==> config.mk <==
export PLATFORM = sky130hd
export DESIGN_NAME = ppc_apb_regs
export DESIGN_NICKNAME = d
export VERILOG_FILES = /design/src/common/ppc_pkg.sv /design/src/rtl/ppc_apb_regs.sv
export SDC_FILE = /design/constraint.sdc
export NUM_CORES = 1
export LEC_CHECK = 0
export BUFFER_PORTS_ARGS = -buffer_cell sky130_fd_sc_hd__buf_2
export CORE_AREA = 2 2 76 78
export CTS_BUF_LIST = sky130_fd_sc_hd__clkbuf_4 sky130_fd_sc_hd__clkbuf_8
export CTS_CLUSTER_DIAMETER = 60
export DETAILED_ROUTE_END_ITERATION = 16
export DIE_AREA = 0 0 78 80
export PLACE_DENSITY = 0.77
export SLEW_MARGIN = 20
export SYNTH_ARGS = -nofsm -noshare
export SYNTH_HDL_FRONTEND = slang
export SYNTH_SLANG_ARGS = --single-unit
export TNS_END_PERCENT = 20
==> constraint.sdc <==
create_clock -name pclk -period 4 [get_ports pclk]
set_input_delay 0.8 -clock pclk [delete_from_list [all_inputs] [get_ports pclk]]
set_output_delay 0.8 -clock pclk [all_outputs]
set_load 0.01 [all_outputs]
==> src/common/ppc_pkg.sv <==
// constants and shared types of the page protection checker
// ----------------------------------------------------------------
// ----------------------------------------------------------------
package ppc_pkg;
    localparam int          LEVELS       = 4;
    localparam int          DP_LEVEL     = 2;
    localparam logic [1:0]  USER_PRIV    = 2'h3;
    localparam int          AW           = 8;
    localparam logic [7:0]  CTRL0_OFF    = 8'h00;
    localparam logic [7:0]  EXTF_OFF     = 8'h04;
    localparam logic [7:0]  CTRL4_OFF    = 8'h0c;
    localparam logic [7:0]  FCNT_OFF     = 8'h10;
    localparam logic [7:0]  CAUSE_OFF    = 8'h14;
    localparam logic [7:0]  RCNT_OFF     = 8'h18;
    localparam int          WP_BIT       = 16;
    localparam int          LONG_BIT     = 10;
    localparam int          XDE_BIT      = 11;
    localparam int          EPP_BIT      = 5;
    localparam int          GUARD_BIT    = 20;
    localparam logic        CTRL_RST     = 1'b0;
    localparam logic [31:0] CNT_RST      = 32'h0;
    localparam int          CAUSE_W      = 4;
    localparam int          C_PRIV       = 0;
    localparam int          C_WRITE      = 1;
    localparam int          C_XD         = 2;
    localparam int          C_GUARD      = 3;
    typedef enum logic [1:0] {
        PPC_READ,
        PPC_WRITE,
        PPC_FETCH,
        PPC_RSVD
    } ppc_kind_e;
endpackage

==> src/rtl/ppc_apb_regs.sv <==
// apb slave holding the control bits and exposing checker status
`timescale 1ns/100ps
module ppc_apb_regs (
    input  wire logic                  pclk,
    input  wire logic                  presetn,
    input  wire logic                  psel,
    input  wire logic                  penable,
    input  wire logic                  pwrite,
    input  wire logic [ppc_pkg::AW-1:0] paddr,
    input  wire logic [31:0]           pwdata,
    output logic      [31:0]           prdata,
    output logic                       pready,
    output logic                       pslverr,
    output logic                       wp_reg,
    output logic                       xde_reg,
    output logic                       long_reg,
    output logic                       epp_reg,
    output logic                       guard_reg,
    input  wire logic [31:0]           fault_cnt,
    input  wire logic [31:0]           req_cnt,
    input  wire logic [ppc_pkg::CAUSE_W-1:0] last_cause
);
    import ppc_pkg::*;
    logic        hit;
    logic [31:0] rd_next;
    logic        wr_go;

    assign pready = 1'b1;
    assign wr_go  = psel & penable & pwrite;

    always_comb begin
        hit     = 1'b1;
        rd_next = 32'h0;
        case (paddr)
            CTRL0_OFF: rd_next[WP_BIT] = wp_reg;
            EXTF_OFF: begin
                rd_next[XDE_BIT]  = xde_reg;
                rd_next[LONG_BIT] = long_reg;
            end
            CTRL4_OFF: begin
                rd_next[GUARD_BIT] = guard_reg;
                rd_next[EPP_BIT]   = epp_reg;
            end
            FCNT_OFF:  rd_next = fault_cnt;
            CAUSE_OFF: rd_next[CAUSE_W-1:0] = last_cause;
            RCNT_OFF:  rd_next = req_cnt;
            default:   hit = 1'b0;
        endcase
    end

    // read data is latched in the setup cycle so it leaves a flop
    always_ff @(posedge pclk or negedge presetn) begin
        if (!presetn) begin
            prdata <= 32'h0;
        end else if (psel && !penable) begin
            prdata <= pwrite ? 32'h0 : rd_next;
        end
    end

    assign pslverr = psel & penable & ~hit;

    always_ff @(posedge pclk or negedge presetn) begin
        if (!presetn) begin
            wp_reg    <= CTRL_RST;
            xde_reg   <= CTRL_RST;
            long_reg  <= CTRL_RST;
            epp_reg   <= CTRL_RST;
            guard_reg <= CTRL_RST;
        end else if (wr_go) begin
            if (paddr == CTRL0_OFF) begin
                wp_reg <= pwdata[WP_BIT];
            end
            if (paddr == EXTF_OFF) begin
                xde_reg  <= pwdata[XDE_BIT];
                long_reg <= pwdata[LONG_BIT];
            end
            if (paddr == CTRL4_OFF) begin
                guard_reg <= pwdata[GUARD_BIT];
                epp_reg   <= pwdata[EPP_BIT];
            end
        end
    end
endmodule

* Word-level counts from Yosys, hierarchy flattened
Cells that the tools add are included.
** Operators by class
- Equal/unequal tests :: 5
- Muxes and demuxes :: 12
- Bitwise gates (word level) :: 4
- Reduce and logical (&&, ||, !) cells :: 7
** Operators by type and width (number)
- $mux 32 :: 1
- $eq 8x5->1 const B :: 3
- $pmux 11 s2 :: 1
- $pmux 4 s2 :: 2
- $pmux 4 s3 :: 1
- $pmux 1 s3 :: 3
- $eq 8x3->1 const B :: 1
- $eq 8x4->1 const B :: 1
- $logic_not 8->1 :: 1
- $pmux 2 s3 :: 1
- $pmux 3 s2 :: 1
- $reduce_and 2->1 :: 3
- $reduce_or 6->1 :: 1
- $and 1x1->1 :: 3
- $pmux 1 s2 :: 1
- $logic_and 1x1->1 :: 1
- $logic_not 1->1 :: 1
- $mux 1 :: 1
- $not 1->1 :: 1
** Word-level totals
- Flip-flop bits (word level) :: 37
- Output and inout bits :: 39
- Logic and storage cells :: 34

* Logic depth before layout (Yosys ltp)
- Depth in word-level cells :: 5
- Mapped depth :: 6
- Depth with buffers taken out :: 3

* Worst setup path before layout
OpenSTA, ideal clock, no wires.
- Path kind :: input port to output port
- Start :: in paddr[3] in the netlist's numbering
- End :: out pslverr
- Arrival :: 1.879 ns
- Data required time :: 3.200 ns
- Setup slack :: 1.321 ns
- Stages on the path :: 4
- Path buffers :: 2
- Cell sequence :: buf_1 > clkbuf_1 > a211oi_1 > nor2_1
** On the way
- Cells in the longest elaborated chain, start to end :: 5
- Elaborated cells on any way between the ends :: 10
** RTL lines
- from (decl) :: RTL line ppc_apb_regs.sv:9 : input wire logic [ppc_pkg::AW-1:0] paddr,
- $eq 8x3->1 (tied with other cells) :: RTL line ppc_apb_regs.sv:34 : case (paddr)
- $reduce_or 6->1 (no source line) (*)
- $mux 1 (*) :: RTL line ppc_apb_regs.sv:34
- $not 1->1 (*) :: RTL line ppc_apb_regs.sv:60 : assign pslverr = psel & penable & ~hit;
- $and 1x1->1 (*) :: RTL line ppc_apb_regs.sv:60
- to (decl) :: RTL line ppc_apb_regs.sv:13 : output logic pslverr,
Mark *: on every way between the ends. The rest lies on a longest branch, timed or not.

* Worst setup path in the final report
- Start :: in paddr[7] in the netlist's numbering
- End :: out pslverr
The elaborated chain is that of the path after synthesis.

==> impl_metrics.tcl <==
set metrics [dict create \
    vias 1868 \
    drive_above_1_share_pct 53.44 \
    gp_congestion 0.7828 \
    fill_cells 504 \
    final_cell_mix "123 x buf_2, 37 x dfrtp_1, 33 x nand2_1" \
    cts-resized-gates 0 \
    hpwl_microns 3754 \
    regMostFlops "prdata" \
    yosys.area.top_type "dfrtp_1" \
    p_comb_share_pct 15.8 \
    layout_commonest_cell "buf_2" \
    cts_tree "built" \
    synth.area.top_cells "dfrtp_1 44%, mux2i_1 13%, o31ai_2 11%" \
    avgRoutedWirePerCell_microns 13.36 \
    cpPeakStageDelay_ps 650 \
    die_area_sq_um 6240 \
    synth_seq_cells 37 \
    cp_max_fo 7 \
    ir_worst_vdd_mv 0.1676 \
    start_util_pct 38.94 \
    antenna_found_initial 0 \
    yosys.area.top_type_share_pct 44.00 \
    cts.sinks 37 \
    hold_viol_final 0 \
    cts_setup_buffers 0 \
    required_ps 3200 \
    critPathTopFamily "simple AND/OR/NAND/NOR gates" \
    startpoint_type "primary input" \
    syn-num-nets 303 \
    drc 0 \
    reg2reg_setup_slack_ps 2970 \
    whs_endpoint "prdata[6]" \
    clk_latency_ps 280 \
    cts_root_buf "clkbuf_8" \
    maxSlewViolCount 0 \
    antenna_left 0 \
    antenna_cells 0 \
    hold_class "reg2reg" \
    p_leak_uw 0.001499 \
    tns_ps 0 \
    yosys_most_used_dff "dfrtp_1" \
    holdPathStages 2 \
    cp_cell_sequence "buf_2, or4_1, a211oi_1, nor2_1, buf_2" \
    grt_max_degree 61 \
    totalWireLength_microns 5038 \
    rsz0062_at_grt "false" \
    first_pass_iters 4 \
    drv_cap 0 \
    p_sw_uw 187.6 \
    clk_pin_slew_ps 70 \
    cts_hold_buf 0 \
    pwr_density_cell_nw_per_um2 266.2 \
    largest_register_ffs 32 \
    tightest_slew_ps 1018 \
    relSlewSlack_pct 32.13 \
    cts-htree-levels 2 \
    multi_input_area_sq_um 1074 \
    numCtsBuffers 5 \
    nNetsFinal 417 \
    worstReg2RegEnd "prdata[16]" \
    status "finished clean" \
    area_growth_pct 33.35 \
    max_freq_ghz 0.3487 \
    grt_pass1_wl_microns 8017 \
    synth_enable_flop_cells 0 \
    routed_via_density 4.955 \
    synthCells 190 \
    critPathBufInv 2 \
    cp_slowest_cell "or4_1" \
    seqCellArea_sq_um 925.9 \
    ff2ff_path_depth 3 \
    swShare_pct 25.10 \
    cts.path.max_buffers 2 \
    fp.dieH_microns 80 \
    rr_startpoint "wp_reg" \
    period_needed_ps 2868 \
    setup_viol 0 \
    p_seq_share_pct 50.4 \
    cp-end-kind "primary output" \
    coreArea_sq_um 5405 \
    final_util_pct 51.92 \
    cp.arrival_ps 2070 \
    die_w_microns 78 \
    grt_pass1_vias 1793 \
    drt-initial-drc-count 100 \
    grt_overflow 0 \
    crit_type "in2out" \
    yosysSeqAreaShare_pct 44.00 \
    syn_area_sq_um 2105 \
    period_share_pct 71.70 \
    p_int_uw 559.6 \
    ys_types 34 \
    grt_usage_pct 15.94 \
    synthArstFlopShare_pct 100.0 \
    crit_start "paddr[7]" \
    skew_ps 2.287 \
    clock_power_share_pct 33.8 \
    min_from "prdata[6]" \
    critPathMostFrequentCell "buf_2" \
    rows 27 \
    syn_area_per_cell_sq_um 11.08 \
    ys_warn_count 0 \
    ios 152 \
    portBuffers 123 \
]
==> tightest hold or removal path, delay by kind of cell, from the launching register on <==
kind / cells / cell delay (ps)
AO/OA/AOI/OAI: 1 / 50
flip-flops: 1 / 340
AND/OR/NAND/NOR: 1 / 50
==> cell type report <==
| class | count | area share [%] |
|---|---|---|
| timing repair buffer | 125 | 22.47 |
| clock buffer | 6 | 2.720 |
| multi-input combinational | 135 | 38.25 |
| clock inverter | 2 | 0.3567 |
| sequential | 37 | 32.99 |
| tap | 72 | 3.210 |
==> routing by layer <==
| layer | GRT usage [%] | part of all wire (%) | vias up |
|---|---|---|---|
| li1 | - | - | 923 |
| met3 | 3.846 | 7.1 | 6 |
| met2 | 28.02 | 49 | 83 |
| met1 | 19.44 | 43 | 856 |
| met5 | 0 | 0 | - |
| met4 | 4.561 | 1.1 | 0 |
==> power by group through the flow <==
stage	registers (uW)	clock network (uW)	logic (uW)
after floorplan	385	0	59.4
after global placement	384	0	117
after detailed placement	384	0	119
after CTS	376	264	120
after global routing	377	282	131
final	377	252	118
==> metrics by stage <==
step	power (uW)	hold WS, ps	instances	setup WS [ps]	area [sq um]
CTS	760.3	476.5	377	1145	2806
global placement	500.4	456.1	369	1002	2720
global route	789.9	499.6	377	1065	2806
detailed placement	503.0	460.1	369	958.3	2720
floorplan	443.9	504.4	190	1321	2105
finish	747.1	471.8	377	1132	2806
==> kinds of logic after synthesis <==
logic type	after synthesis	share of synthesized area, %
buffers and inverters	18	5.113
multiplexers	37	18.13
AO/OA/AOI/OAI	42	19.92
other	1	0.1782
XOR/XNOR	1	0.4162
flip-flops	37	44.00
AND/OR/NAND/NOR	54	12.25
==> synth_stat cells, types with 3 or more instances <==
master     count
mux2_2         9
buf_1          3
nor4_1         3
nand2_1       33
nor2_1         4
o21ai_0        5
mux2i_1       28
o31ai_2       19
o31ai_1        7
a22oi_1        4
a2bb2oi_1      4
clkbuf_1      10
dfrtp_1       37
==> worst max path at each step <==
stage,endpoint,slack (ps),cells after the start
CTS,pslverr,1140,4
global route,pslverr,1060,4
floorplan,pslverr,1320,4
detailed placement,prdata[7],960,5
global placement,prdata[7],1000,5
finish,pslverr,1130,5
No activity file was read; power rests on OpenSTA's default activity.
